### src/hw/pmicrb_pkg.sv
package pmicrb_pkg;
  // Register offsets
  localparam logic [7:0] OFS_DEV_REVISION = 8'h00;
  localparam logic [7:0] OFS_MEM_VERSION = 8'h01;
  localparam logic [7:0] OFS_CONV0_CTRL_A = 8'h02;
  localparam logic [7:0] OFS_PG_CFG_A = 8'h15;
  localparam logic [7:0] OFS_PG_CFG_B = 8'h16;
  localparam logic [7:0] OFS_POWER_GOOD_FAULT_FLAGS = 8'h17;
  localparam logic [7:0] OFS_SOFT_RESET = 8'h18;
  localparam logic [7:0] OFS_TOP_INT_A = 8'h19;
  localparam logic [7:0] OFS_TOP_INT_B = 8'h1a;
  localparam logic [7:0] OFS_CONV_INT = 8'h1b;
  localparam logic [7:0] OFS_LREG_INT = 8'h1c;
  localparam logic [7:0] OFS_GLOBAL_STAT = 8'h1d;
  localparam logic [7:0] OFS_CONV_STAT = 8'h1e;
  localparam logic [7:0] OFS_LREG_STAT = 8'h1f;
  localparam logic [7:0] OFS_MASK_A = 8'h20;
  localparam logic [7:0] OFS_MASK_B = 8'h21;
  localparam logic [7:0] OFS_CONV_MASK = 8'h22;
  localparam logic [7:0] OFS_LREG_MASK = 8'h23;
  localparam logic [7:0] OFS_LOAD_SEL = 8'h24;
  localparam logic [7:0] OFS_LOAD_HIGH = 8'h25;
  localparam logic [7:0] OFS_LOAD_LOW = 8'h26;
  // Converter 0 control field positions, and the part code position at offset zero
  localparam int BIT_MULTIPHASE = 4;
  localparam int BIT_FORCE_PWM = 3;
  localparam int BIT_DISCHARGE = 2;
  localparam int BIT_PIN_GATING = 1;
  localparam int BIT_SW_ENABLE = 0;
  localparam int PART_CODE_LSB = 6;
  // Reset values
  localparam logic [4:0] RST_CONV0_CTRL = 5'h04;
  localparam logic [5:0] RST_REV_LOW = 6'h02;
  localparam logic [7:0] RST_ZERO = 8'h00;
  localparam logic [7:0] RST_PG_CFG_A = 8'h0f;
  // Writable bit masks
  localparam logic [7:0] WM_PG_CFG_B = 8'h07;
  localparam logic [7:0] WM_TOP_INT_A = 8'hff;
  localparam logic [7:0] WM_TOP_INT_B = 8'h01;
  localparam logic [7:0] WM_SUB_INT = 8'h77;
  localparam logic [7:0] WM_MASK_A = 8'h95;
  localparam logic [7:0] WM_SUB_MASK = 8'hdd;

  typedef struct packed {
    logic force_multiphase;
    logic force_pwm;
    logic discharge_enable;
    logic pin_gating;
    logic software_enable;
  } pmicrb_conv0_ctrl_t;

  typedef struct packed {
    logic run;
    logic multiphase;
    logic force_pwm;
    logic discharge;
  } pmicrb_conv0_drive_t;

  typedef struct packed {
    logic [7:0] top_a;
    logic [7:0] top_b;
    logic [7:0] conv;
    logic [7:0] lreg;
  } pmicrb_events_t;
endpackage

### src/hw/pmicrb_regbank.sv
`timescale 1ns/1ps
// Summary of operation
// - Control bit 4 forces multiphase only, forced PWM follows bit 3; clear allows automatic phase shedding.
// - Control bit 3 forces PWM; clear allows automatic pulse skipping transitions.
// - Control bit 2, reset one, connects discharge resistor while converter disabled.
// - Control bit 1 selects enable source: software bit only, or bit and pin.
// - Control bit 0 is the software enable for converter 0.
// - Offset zero returns a read-only part code in bits 7 to 6.
// - Offset one returns a read-only eight-bit memory image code.
module pmicrb_regbank #(
  // Arbitrary neutral identification values
  parameter logic [1:0] PART_CODE = 2'h1,
  parameter logic [7:0] MEMORY_IMAGE_CODE = 8'h5a
) (
  // Clock and reset
  input wire logic clk_sys,
  input wire logic rstn,
  // Register port from the serial engine
  input wire logic wr_en,
  input wire logic rd_en,
  input wire logic [7:0] addr,
  input wire logic [7:0] wdata,
  output logic [7:0] rdata,
  output logic rvalid,
  // Enable pin, asynchronous
  input wire logic enable_pin,
  // Analog side
  input wire pmicrb_pkg::pmicrb_events_t events,
  input wire logic [3:0] power_good_fault_flags_in,
  input wire logic [7:0] global_stat_in,
  input wire logic [7:0] conv_stat_in,
  input wire logic [7:0] lreg_stat_in,
  input wire logic [8:0] load_current_in,
  output pmicrb_pkg::pmicrb_conv0_drive_t conv0_drive,
  output logic soft_reset_pulse,
  output logic load_select
);
  pmicrb_pkg::pmicrb_conv0_ctrl_t ctrl_q;
  logic [7:0] pg_a_q, pg_b_q, int_a_q, int_b_q, int_c_q, int_l_q;
  logic [7:0] mask_a_q, mask_b_q, mask_c_q, mask_l_q;
  logic sel_q, srst_q, rvalid_q;
  logic [7:0] rdata_q;
  logic [2:0] pin_sync_q;
  logic pin_level_q;

  function automatic logic hit(input logic [7:0] a, input logic [7:0] ofs);
    return a == ofs;
  endfunction

  // Sticky flags: hardware set beats write-one-to-clear
  function automatic logic [7:0] sticky(input logic [7:0] cur, input logic [7:0] set,
                                        input logic clr, input logic [7:0] wd,
                                        input logic [7:0] wm);
    return ((cur & ~(clr ? wd : 8'h00)) | set) & wm;
  endfunction

  wire logic wr_ctrl = wr_en && hit(addr, pmicrb_pkg::OFS_CONV0_CTRL_A);
  wire logic wr_pga = wr_en && hit(addr, pmicrb_pkg::OFS_PG_CFG_A);
  wire logic wr_pgb = wr_en && hit(addr, pmicrb_pkg::OFS_PG_CFG_B);
  wire logic wr_rst = wr_en && hit(addr, pmicrb_pkg::OFS_SOFT_RESET);
  wire logic wr_ia = wr_en && hit(addr, pmicrb_pkg::OFS_TOP_INT_A);
  wire logic wr_ib = wr_en && hit(addr, pmicrb_pkg::OFS_TOP_INT_B);
  wire logic wr_ic = wr_en && hit(addr, pmicrb_pkg::OFS_CONV_INT);
  wire logic wr_il = wr_en && hit(addr, pmicrb_pkg::OFS_LREG_INT);
  wire logic wr_ma = wr_en && hit(addr, pmicrb_pkg::OFS_MASK_A);
  wire logic wr_mb = wr_en && hit(addr, pmicrb_pkg::OFS_MASK_B);
  wire logic wr_mc = wr_en && hit(addr, pmicrb_pkg::OFS_CONV_MASK);
  wire logic wr_ml = wr_en && hit(addr, pmicrb_pkg::OFS_LREG_MASK);
  wire logic wr_sel = wr_en && hit(addr, pmicrb_pkg::OFS_LOAD_SEL);

  // Pin filter: change taken once second and third stages agree
  always_ff @(posedge clk_sys or negedge rstn) begin
    if (!rstn) begin
      pin_sync_q <= 3'h0;
      pin_level_q <= 1'b0;
    end else begin
      pin_sync_q <= {pin_sync_q[1:0], enable_pin};
      if (pin_sync_q[1] == pin_sync_q[2]) begin
        pin_level_q <= pin_sync_q[2];
      end
    end
  end

  always_ff @(posedge clk_sys or negedge rstn) begin
    if (!rstn) begin
      ctrl_q <= pmicrb_pkg::RST_CONV0_CTRL;
    end else if (wr_ctrl) begin
      ctrl_q <= wdata[4:0];
    end
  end

  always_ff @(posedge clk_sys or negedge rstn) begin
    if (!rstn) begin
      pg_a_q <= pmicrb_pkg::RST_PG_CFG_A;
      pg_b_q <= pmicrb_pkg::RST_ZERO;
      mask_a_q <= pmicrb_pkg::RST_ZERO;
      mask_b_q <= pmicrb_pkg::RST_ZERO;
      mask_c_q <= pmicrb_pkg::RST_ZERO;
      mask_l_q <= pmicrb_pkg::RST_ZERO;
      sel_q <= 1'b0;
      srst_q <= 1'b0;
    end else begin
      if (wr_pga) pg_a_q <= wdata;
      if (wr_pgb) pg_b_q <= wdata & pmicrb_pkg::WM_PG_CFG_B;
      if (wr_ma) mask_a_q <= wdata & pmicrb_pkg::WM_MASK_A;
      if (wr_mb) mask_b_q <= wdata & pmicrb_pkg::WM_TOP_INT_B;
      if (wr_mc) mask_c_q <= wdata & pmicrb_pkg::WM_SUB_MASK;
      if (wr_ml) mask_l_q <= wdata & pmicrb_pkg::WM_SUB_MASK;
      if (wr_sel) sel_q <= wdata[0];
      // Self-clearing, so the bit never reads back as one
      srst_q <= wr_rst && wdata[0];
    end
  end

  always_ff @(posedge clk_sys or negedge rstn) begin
    if (!rstn) begin
      int_a_q <= pmicrb_pkg::RST_ZERO;
      int_b_q <= pmicrb_pkg::RST_ZERO;
      int_c_q <= pmicrb_pkg::RST_ZERO;
      int_l_q <= pmicrb_pkg::RST_ZERO;
    end else begin
      int_a_q <= sticky(int_a_q, events.top_a, wr_ia, wdata, pmicrb_pkg::WM_TOP_INT_A);
      int_b_q <= sticky(int_b_q, events.top_b, wr_ib, wdata, pmicrb_pkg::WM_TOP_INT_B);
      int_c_q <= sticky(int_c_q, events.conv, wr_ic, wdata, pmicrb_pkg::WM_SUB_INT);
      int_l_q <= sticky(int_l_q, events.lreg, wr_il, wdata, pmicrb_pkg::WM_SUB_INT);
    end
  end

  wire logic pin_term = ctrl_q.pin_gating ? pin_level_q : 1'b1;
  wire logic run_w = ctrl_q.software_enable && pin_term;

  always_ff @(posedge clk_sys or negedge rstn) begin
    if (!rstn) begin
      conv0_drive <= '0;
    end else begin
      conv0_drive.run <= run_w;
      conv0_drive.multiphase <= ctrl_q.force_multiphase;
      conv0_drive.force_pwm <= ctrl_q.force_pwm;
      conv0_drive.discharge <= ctrl_q.discharge_enable && !run_w;
    end
  end

  // Read mux
  logic [7:0] rd_mux;
  always_comb begin
    rd_mux = 8'h00;
    unique case (addr)
      pmicrb_pkg::OFS_DEV_REVISION: rd_mux = {PART_CODE, pmicrb_pkg::RST_REV_LOW};
      pmicrb_pkg::OFS_MEM_VERSION: rd_mux = MEMORY_IMAGE_CODE;
      pmicrb_pkg::OFS_CONV0_CTRL_A: rd_mux = {3'h0, ctrl_q};
      pmicrb_pkg::OFS_PG_CFG_A: rd_mux = pg_a_q;
      pmicrb_pkg::OFS_PG_CFG_B: rd_mux = pg_b_q;
      pmicrb_pkg::OFS_POWER_GOOD_FAULT_FLAGS: rd_mux = {4'h0, power_good_fault_flags_in};
      pmicrb_pkg::OFS_TOP_INT_A: rd_mux = int_a_q;
      pmicrb_pkg::OFS_TOP_INT_B: rd_mux = int_b_q;
      pmicrb_pkg::OFS_CONV_INT: rd_mux = int_c_q;
      pmicrb_pkg::OFS_LREG_INT: rd_mux = int_l_q;
      pmicrb_pkg::OFS_GLOBAL_STAT: rd_mux = global_stat_in & 8'h9e;
      pmicrb_pkg::OFS_CONV_STAT: rd_mux = conv_stat_in & 8'hdd;
      pmicrb_pkg::OFS_LREG_STAT: rd_mux = lreg_stat_in & 8'hdd;
      pmicrb_pkg::OFS_MASK_A: rd_mux = mask_a_q;
      pmicrb_pkg::OFS_MASK_B: rd_mux = mask_b_q;
      pmicrb_pkg::OFS_CONV_MASK: rd_mux = mask_c_q;
      pmicrb_pkg::OFS_LREG_MASK: rd_mux = mask_l_q;
      pmicrb_pkg::OFS_LOAD_SEL: rd_mux = {7'h00, sel_q};
      pmicrb_pkg::OFS_LOAD_HIGH: rd_mux = {7'h00, load_current_in[8]};
      pmicrb_pkg::OFS_LOAD_LOW: rd_mux = load_current_in[7:0];
      default: rd_mux = 8'h00;
    endcase
  end

  always_ff @(posedge clk_sys or negedge rstn) begin
    if (!rstn) begin
      rdata_q <= 8'h00;
      rvalid_q <= 1'b0;
    end else begin
      rvalid_q <= rd_en;
      if (rd_en) rdata_q <= rd_mux;
    end
  end

  assign rdata = rdata_q;
  assign rvalid = rvalid_q;
  assign soft_reset_pulse = srst_q;
  assign load_select = sel_q;

  // Assertions
  // gated run blocked
  a_run_gated: assert property (@(posedge clk_sys) disable iff (!rstn)
    ctrl_q.pin_gating && !pin_level_q |=> !conv0_drive.run)
    else $error("converter ran with pin low while gated");

  a_run_sw_only: assert property (@(posedge clk_sys) disable iff (!rstn)
    !ctrl_q.pin_gating |=> conv0_drive.run == $past(ctrl_q.software_enable))
    else $error("software-only enable mismatch");

  a_sw_off: assert property (@(posedge clk_sys) disable iff (!rstn)
    wr_ctrl && !wdata[0] |=> ##1 !conv0_drive.run)
    else $error("converter still running after disable");

  a_discharge_off: assert property (@(posedge clk_sys) disable iff (!rstn)
    conv0_drive.discharge |-> !conv0_drive.run)
    else $error("discharge while running");

  a_discharge_reset: assert property (@(posedge clk_sys)
    $rose(rstn) |-> ctrl_q.discharge_enable)
    else $error("discharge default not one");

  a_multiphase_follow: assert property (@(posedge clk_sys) disable iff (!rstn)
    wr_ctrl |=> ##1 conv0_drive.multiphase == $past(wdata[4], 2))
    else $error("multiphase not following write");

  a_pwm_follow: assert property (@(posedge clk_sys) disable iff (!rstn)
    wr_ctrl |=> ##1 conv0_drive.force_pwm == $past(wdata[3], 2))
    else $error("forced pwm not following write");

  a_part_code: assert property (@(posedge clk_sys) disable iff (!rstn)
    rd_en && addr == pmicrb_pkg::OFS_DEV_REVISION |=> rdata[7:6] == PART_CODE)
    else $error("part code wrong");

  a_image_code: assert property (@(posedge clk_sys) disable iff (!rstn)
    rd_en && addr == pmicrb_pkg::OFS_MEM_VERSION |=> rdata == MEMORY_IMAGE_CODE)
    else $error("image code wrong");

  a_ctrl_reserved: assert property (@(posedge clk_sys) disable iff (!rstn)
    rd_en && addr == pmicrb_pkg::OFS_CONV0_CTRL_A |=> rdata[7:5] == 3'h0)
    else $error("reserved control bits not zero");

  // Read answer one cycle later
  a_rvalid_pulse: assert property (@(posedge clk_sys) disable iff (!rstn)
    rd_en |=> rvalid)
    else $error("read answer missing");

  // Read data holds between reads
  a_rdata_hold: assert property (@(posedge clk_sys) disable iff (!rstn)
    !rd_en |=> $stable(rdata))
    else $error("read data changed without read");

  // Soft reset pulse on write
  a_srst_pulse: assert property (@(posedge clk_sys) disable iff (!rstn)
    wr_rst && wdata[0] |=> soft_reset_pulse)
    else $error("soft reset pulse missing");

  // Soft reset only when asked
  a_srst_cause: assert property (@(posedge clk_sys) disable iff (!rstn)
    soft_reset_pulse |-> $past(wr_rst && wdata[0]))
    else $error("soft reset pulse without write");

  // Event sets flag, set wins
  a_flag_set_wins: assert property (@(posedge clk_sys) disable iff (!rstn)
    1'b1 |=> (int_c_q & $past(events.conv)) == ($past(events.conv) & pmicrb_pkg::WM_SUB_INT))
    else $error("event did not set flag");

  // Write of one never sets a flag that is clear and has no event
  a_flag_clear: assert property (@(posedge clk_sys) disable iff (!rstn)
    wr_ic |=> (int_c_q & $past(wdata & ~events.conv & ~int_c_q)) == 8'h00)
    else $error("flag set without event");

  // Write one clears flag when no event arrives
  a_flag_cleared: assert property (@(posedge clk_sys) disable iff (!rstn)
    wr_ic && events.conv == 8'h00 |=> (int_c_q & $past(wdata)) == 8'h00)
    else $error("flag not cleared by write");

  // Reserved flag bits stay zero
  a_flag_reserved: assert property (@(posedge clk_sys) disable iff (!rstn)
    (int_l_q & ~pmicrb_pkg::WM_SUB_INT) == 8'h00)
    else $error("reserved flag bit set");

  // Pin level taken when stages agree
  a_pin_filter: assert property (@(posedge clk_sys) disable iff (!rstn)
    pin_sync_q[2] == pin_sync_q[1] |=> pin_level_q == $past(pin_sync_q[2]))
    else $error("pin level not taken");

  // Pin level holds while stages differ
  a_pin_hold: assert property (@(posedge clk_sys) disable iff (!rstn)
    pin_sync_q[2] != pin_sync_q[1] |=> $stable(pin_level_q))
    else $error("pin level changed on glitch");

  // Load meter select follows write
  a_load_sel: assert property (@(posedge clk_sys) disable iff (!rstn)
    wr_sel |=> load_select == $past(wdata[0]))
    else $error("load select not following write");

  c_gated_run: cover property (@(posedge clk_sys) disable iff (!rstn)
    ctrl_q.pin_gating && conv0_drive.run);
  c_discharge: cover property (@(posedge clk_sys) disable iff (!rstn)
    conv0_drive.discharge);
  c_flag_set: cover property (@(posedge clk_sys) disable iff (!rstn) |int_c_q);
  c_flag_clear: cover property (@(posedge clk_sys) disable iff (!rstn)
    wr_ic && |int_c_q);
  c_soft_reset: cover property (@(posedge clk_sys) disable iff (!rstn)
    soft_reset_pulse);
endmodule // pmicrb_regbank
### config.mk
export PLATFORM = sky130hd
export DESIGN_NAME = pmicrb_regbank
export DESIGN_NICKNAME = d
export VERILOG_FILES = /design/src/hw/pmicrb_pkg.sv /design/src/hw/pmicrb_regbank.sv
export SDC_FILE = /design/constraint.sdc
export NUM_CORES = 1
export LEC_CHECK = 0
export BUFFER_PORTS_ARGS = -buffer_cell sky130_fd_sc_hd__buf_4
export CORE_MARGIN = 4
export CORE_UTILIZATION = 45
export DETAILED_ROUTE_END_ITERATION = 16
export PLACE_DENSITY = 0.78
export SLEW_MARGIN = 40
export SYNTH_ARGS = -nofsm -noshare
export SYNTH_HDL_FRONTEND = slang
export SYNTH_SLANG_ARGS = --single-unit
export TNS_END_PERCENT = 50
### constraint.sdc
create_clock -name clk_sys -period 1.4 [get_ports clk_sys]
set_clock_uncertainty 0.15 [all_clocks]
set_input_delay 0 -clock clk_sys [delete_from_list [all_inputs] [get_ports clk_sys]]
set_output_delay 0 -clock clk_sys [all_outputs]
set_load 0.02 [all_outputs]
Word level (Yosys, flattened, before mapping)
Cells that the tools add are included.
- input port bits: 90
- flip-flop bits (word level): 73
- bitwise gates (word level): 12
- equal/unequal tests: 21
- muxes and demuxes: 6
- reductions and logical operators: 18
- operator list (cell ; count):
    8-bit case mux with 20 select lines ; 1
    8-bit by 5-bit == test with 1-bit output, second input constant ; 11
    8-bit by 6-bit == test with 1-bit output, second input constant ; 7
    1-bit logical AND ; 16
    7-bit bitwise AND ; 2
    7-bit 2-to-1 mux ; 2
    7-bit inverter ; 2
    7-bit bitwise OR ; 2
    8-bit bitwise AND ; 1
    8-bit by 1-bit == test with 1-bit output, second input constant ; 1
    8-bit by 2-bit == test with 1-bit output, second input constant ; 1
    8-bit logical NOT ; 1
    8-bit 2-to-1 mux ; 1
    8-bit inverter ; 1
    8-bit bitwise OR ; 1
    1-bit 2-to-1 mux ; 2
    1-bit bitwise AND ; 1
    1-bit == test ; 1
    1-bit logical NOT ; 1
    1-bit inverter ; 1
    1-bit bitwise OR ; 1

Longest topological paths before layout
- depth in word-level cells: 6
- depth in mapped cells: 7

Least setup slack after synthesis
Ideal clock, no wire load.
- kind: input -> register
- from: input addr[3]
- to: register mask_c_q[3]
- slack: -261 ps
- path buffers: 2
- required time: 1125 ps
- arrival: 1386 ps
- stages: 6
- cell sequence: clkbuf_2 nor4_4 and2_0 and3_1 buf_2 mux2_2
- cells in the longest elaborated chain, start to end: 2
- RTL lines (what ; line ; RTL):
    start, declared ; pmicrb_regbank.sv:21 ; input wire logic [7:0] addr,
    8-bit by 6-bit == test with 1-bit output ; pmicrb_regbank.sv:47 ; return a == ofs;
    1-bit logical AND ; pmicrb_regbank.sv:67 ; wire logic wr_mc = wr_en && hit(addr, pmicrb_pkg::OFS_CONV_MASK);
    end signal, assigned ; pmicrb_regbank.sv:98 ; mask_c_q <= pmicrb_pkg::RST_ZERO;
    end signal, assigned ; pmicrb_regbank.sv:107 ; if (wr_mc) mask_c_q <= wdata & pmicrb_pkg::WM_SUB_MASK;
    end, declared ; pmicrb_regbank.sv:40 ; logic [7:0] mask_a_q, mask_b_q, mask_c_q, mask_l_q;
Every way passes these cells.
A chain may end at the register's enable or synchronous reset.

Final worst setup path
- from: register int_c_q[6]
- to: register rdata_q[6] (netlist: rdata[6])
- cells in the longest elaborated chain, start to end: 1
- RTL lines (what ; line ; RTL):
    start, declared ; pmicrb_regbank.sv:39 ; logic [7:0] pg_a_q, pg_b_q, int_a_q, int_b_q, int_c_q, int_l_q;
    start signal, assigned ; pmicrb_regbank.sv:119 ; int_c_q <= pmicrb_pkg::RST_ZERO;
    start signal, assigned ; pmicrb_regbank.sv:124 ; int_c_q <= sticky(int_c_q, events.conv, wr_ic, wdata, pmicrb_pkg::WM_SUB_INT);
    8-bit case mux with 20 select lines ; pmicrb_regbank.sv:147 ; unique case (addr)
    end signal, assigned ; pmicrb_regbank.sv:178 ; if (rd_en) rdata_q <= rd_mux;
    end, declared ; pmicrb_regbank.sv:42 ; logic [7:0] rdata_q;
Every way passes these cells.

==> flow_metrics.py <==
metrics = {
    "placed_design": {
        "dp_slack_ns": -0.272,
        "io_buffers": 86,
        "dpl.hpwl_mm": 9.85,
        "gp_congestion": 0.951,
    },
    "die": {
        "die_w_um": 100,
        "coreArea_mm2": 0.00822,
        "initial_core_util_pct": 46.3,
        "fp.dieH_um": 100,
        "io_pins": 105,
        "rows": 33,
        "die_area_mm2": 0.0100,
    },
    "cts": {
        "clk_latency_ns": 0.36,
        "tritoncts": "done",
        "h-tree-depth": 3,
        "root_buffer": "clkbuf_8",
        "cts.sinks": 73,
        "clk_pin_slew_ns": 0.07,
        "cts_made_buffers": 9,
        "ctsLongestPathBuffers": 2,
    },
    "sta": {
        "worst_pin_slew_ns": 0.417,
        "rsz0062_at_grt": "yes",
        "fmax_ghz": 0.682,
        "final.setup.tns_ns": -0.210,
        "relSlewSlack_pct": 72.1,
        "final.min_clock_period_ns": 1.47,
        "fin_crit_sh_pct": 105,
        "setup_viol": 4,
        "maxSlewViolCount": 0,
        "finalHoldViolCount": 0,
        "setup_slack_ns": -0.0672,
    },
    "critical_path": {
        "r2r_cells": 5,
        "worst_setup_path_start_kind": "flop",
        "r2r-end": "rdata[6]$_DFFE_PN0P_",
        "arrival_ns": 1.57,
        "worstPathRequired_ns": 1.50,
        "r2r_slack_ns": -0.07,
        "crit_fanout": 2,
        "crit_start": "int_c_q[6]$_DFF_PN0_",
        "reg2reg_from": "int_c_q[6]$_DFF_PN0_",
        "critPathKind": "reg -> reg",
        "cp-end-kind": "flop",
    },
    "layout": {
        "multi_input_area_mm2": 0.00196,
        "final_common_cell": "buf_4",
        "drive_above_1_share_pct": 47.2,
        "n_antenna_cell": 0,
        "seqCellArea_mm2": 0.00183,
        "nFillCells": 591,
        "fin_nets": 623,
        "final_cell_mix": "155 x buf_4, 68 x dfrtp_1, 40 x nand2_1",
        "syn_to_final_growth_pct": 51.9,
    },
    "grt": {
        "grt_first_pass_wirelength_mm": 21.2,
        "grt_pass1_vias": 3990,
        "grt_max_degree": 28,
        "grt_use_total_pct": 28.0,
        "grt_overflow_total": 0,
        "antenna_found_initial": 0,
    },
    "detailed_routing": {
        "first_pass_iters": 5,
        "drc": 0,
        "drtAntennaViolNets": 0,
        "drt_wl_total_mm": 13.3,
        "wire_per_inst_um": 20.7,
        "vias": 3769,
        "drt_iter0_drc": 274,
        "routed_via_density": 5.86,
    },
    "power": {
        "ir_drop_mv": 0.588,
        "leakagePower_uw": 0.00253,
        "powerDensity_mw_per_mm2": 871,
    },
    "synth": {
        "synth_top_area_share_pct": 44.7,
        "yosysSeqAreaShare_pct": 48.1,
        "syn_nets": 437,
        "synth.largest_area_cell": "dfrtp_1",
        "synth_area_mm2": 0.00381,
        "syn_avg_cell_area_um2": 11.0,
        "synth_cell_types": 60,
        "synth-edff-count": 0,
        "ys.flop_type": "dfrtp_1",
        "synthArstFlopShare_pct": 100,
        "synth_seq_cells": 73,
        "yosysWarnings": 0,
        "syn_inst": 347,
        "synthTopCellsByArea": "dfrtp_1 45%, mux2_2 13%, a21o_1 4.1%",
    },
    "worst_hold_path": {
        "min_to": "rdata[6]$_DFFE_PN0P_",
        "hp-class": "in -> reg",
        "hold_start": "load_current_in[6]",
        "min_path_cells": 5,
    },
    "flow_run": {
        "drv_cap": 0,
    },
    "status": {
        "violations": "setup timing",
        "status": "complete, but fails checks",
    },
}
-- final cells by class --
| class | count | area share [%] |
|---|---|---|
| Timing Repair Buffer | 196 | 27.8 |
| Multi-Input combinational cell | 248 | 33.9 |
| Clock inverter | 5 | 1.80 |
| Sequential cell | 73 | 31.7 |
| Tap cell | 105 | 2.27 |
| Clock buffer | 11 | 2.27 |
| Inverter | 5 | 0.324 |
-- through the flow --
stage	total power [uW]	hold slack, ns	util (%)	std cells	area [um2]
after floorplan	2510	-0.446	-	347	3880
after CTS	5060	0.0154	69.9	641	5740
after detailed placement	2960	-0.191	62.0	588	5090
final	5040	0.0164	70.4	643	5780
after global placement	2940	-0.202	62.0	588	5090
after global routing	5220	0.0326	70.4	643	5780
-- registers in the layout, indices dropped and copies added (netlist names) --
| name | count |
|---|---|
| int_a_q | 8 |
| pin_level_q | 1 |
| rvalid | 1 |
| ctrl_q | 5 |
| mask_l_q | 6 |
| mask_b_q | 1 |
| soft_reset_pulse | 1 |
| rdata | 8 |
| pg_b_q | 3 |
| load_select | 1 |
| mask_c_q | 6 |
| mask_a_q | 4 |
| int_b_q | 1 |
| int_c_q | 6 |
| pin_sync_q | 3 |
| conv0_drive | 4 |
| pg_a_q | 8 |
| int_l_q | 6 |
-- layer usage --
layer | vias to the layer above | GRT usage, % | share of wire, %
li1 | 1677 | - | -
met1 | 1803 | 35.5 | 39
met2 | 230 | 45.5 | 48
met3 | 59 | 6.81 | 8.9
met4 | 0 | 12.5 | 4.0
met5 | - | 0 | 0
-- worst max-delay path, stage by stage (launching register included) --
cell and delay [ns]:
dfrtp_1 0.38, mux2_2 0.27, and3_4 0.19, a21oi_4 0.13
a2bb2oi_2 0.17, o2bb2ai_2 0.07
-- kinds of logic (layout without fill, tap and decap cells) --
logic type | after synthesis | count (layout) | share of synthesized area [%]
muxes | 51 | 51 | 15.5
buffers and inverters | 26 | 217 | 3.15
DFF | 73 | 73 | 48.1
AOI/OAI and AO/OA | 79 | 79 | 15.6
adders and majority gates | 1 | 1 | 0.263
and+or+nand+nor | 117 | 117 | 17.4
-- report_power, final --
group | internal [uW] | switching, uW | total (uW)
logic | 432 | 379 | 811
registers | 2180 | 39.7 | 2220
clock network | 1190 | 822 | 2010
-- cells in the mapped netlist, types with 6 or more instances --
cell type  number
o21ai_0         6
and3_1          6
a21oi_1         6
a21o_1         21
mux2_2         44
nor2b_1         6
nand2_1        40
a22oi_1         6
nor2_1         10
clkbuf_1        7
dfrtp_1        68
buf_2           8
nand4_1         8
nand3_1        22
a32oi_1         6
-- worst max path at each step --
stage                     depth (start not counted)               endpoint  slack, ns
after detailed placement                          6  pg_a_q[6]$_DFFE_PN0P_      -0.27
after floorplan                                   6  pg_a_q[4]$_DFFE_PN0P_      -0.11
after global placement                            8   rdata[5]$_DFFE_PN0P_      -0.22
after global routing                              3   rdata[4]$_DFFE_PN0P_      -0.14
after CTS                                         6   rdata[3]$_DFFE_PN0P_      -0.07
final                                             5   rdata[6]$_DFFE_PN0P_      -0.07
-- what timing repair did --
action,4_1_cts,5_1_grt
endpoints found under the hold margin,134,0
resized for setup,8,7
hold buffers,36,0
pin swaps,4,2
setup endpoints to repair,5,11
buffers inserted,1,2
No activity file was read; power rests on OpenSTA's default activity.
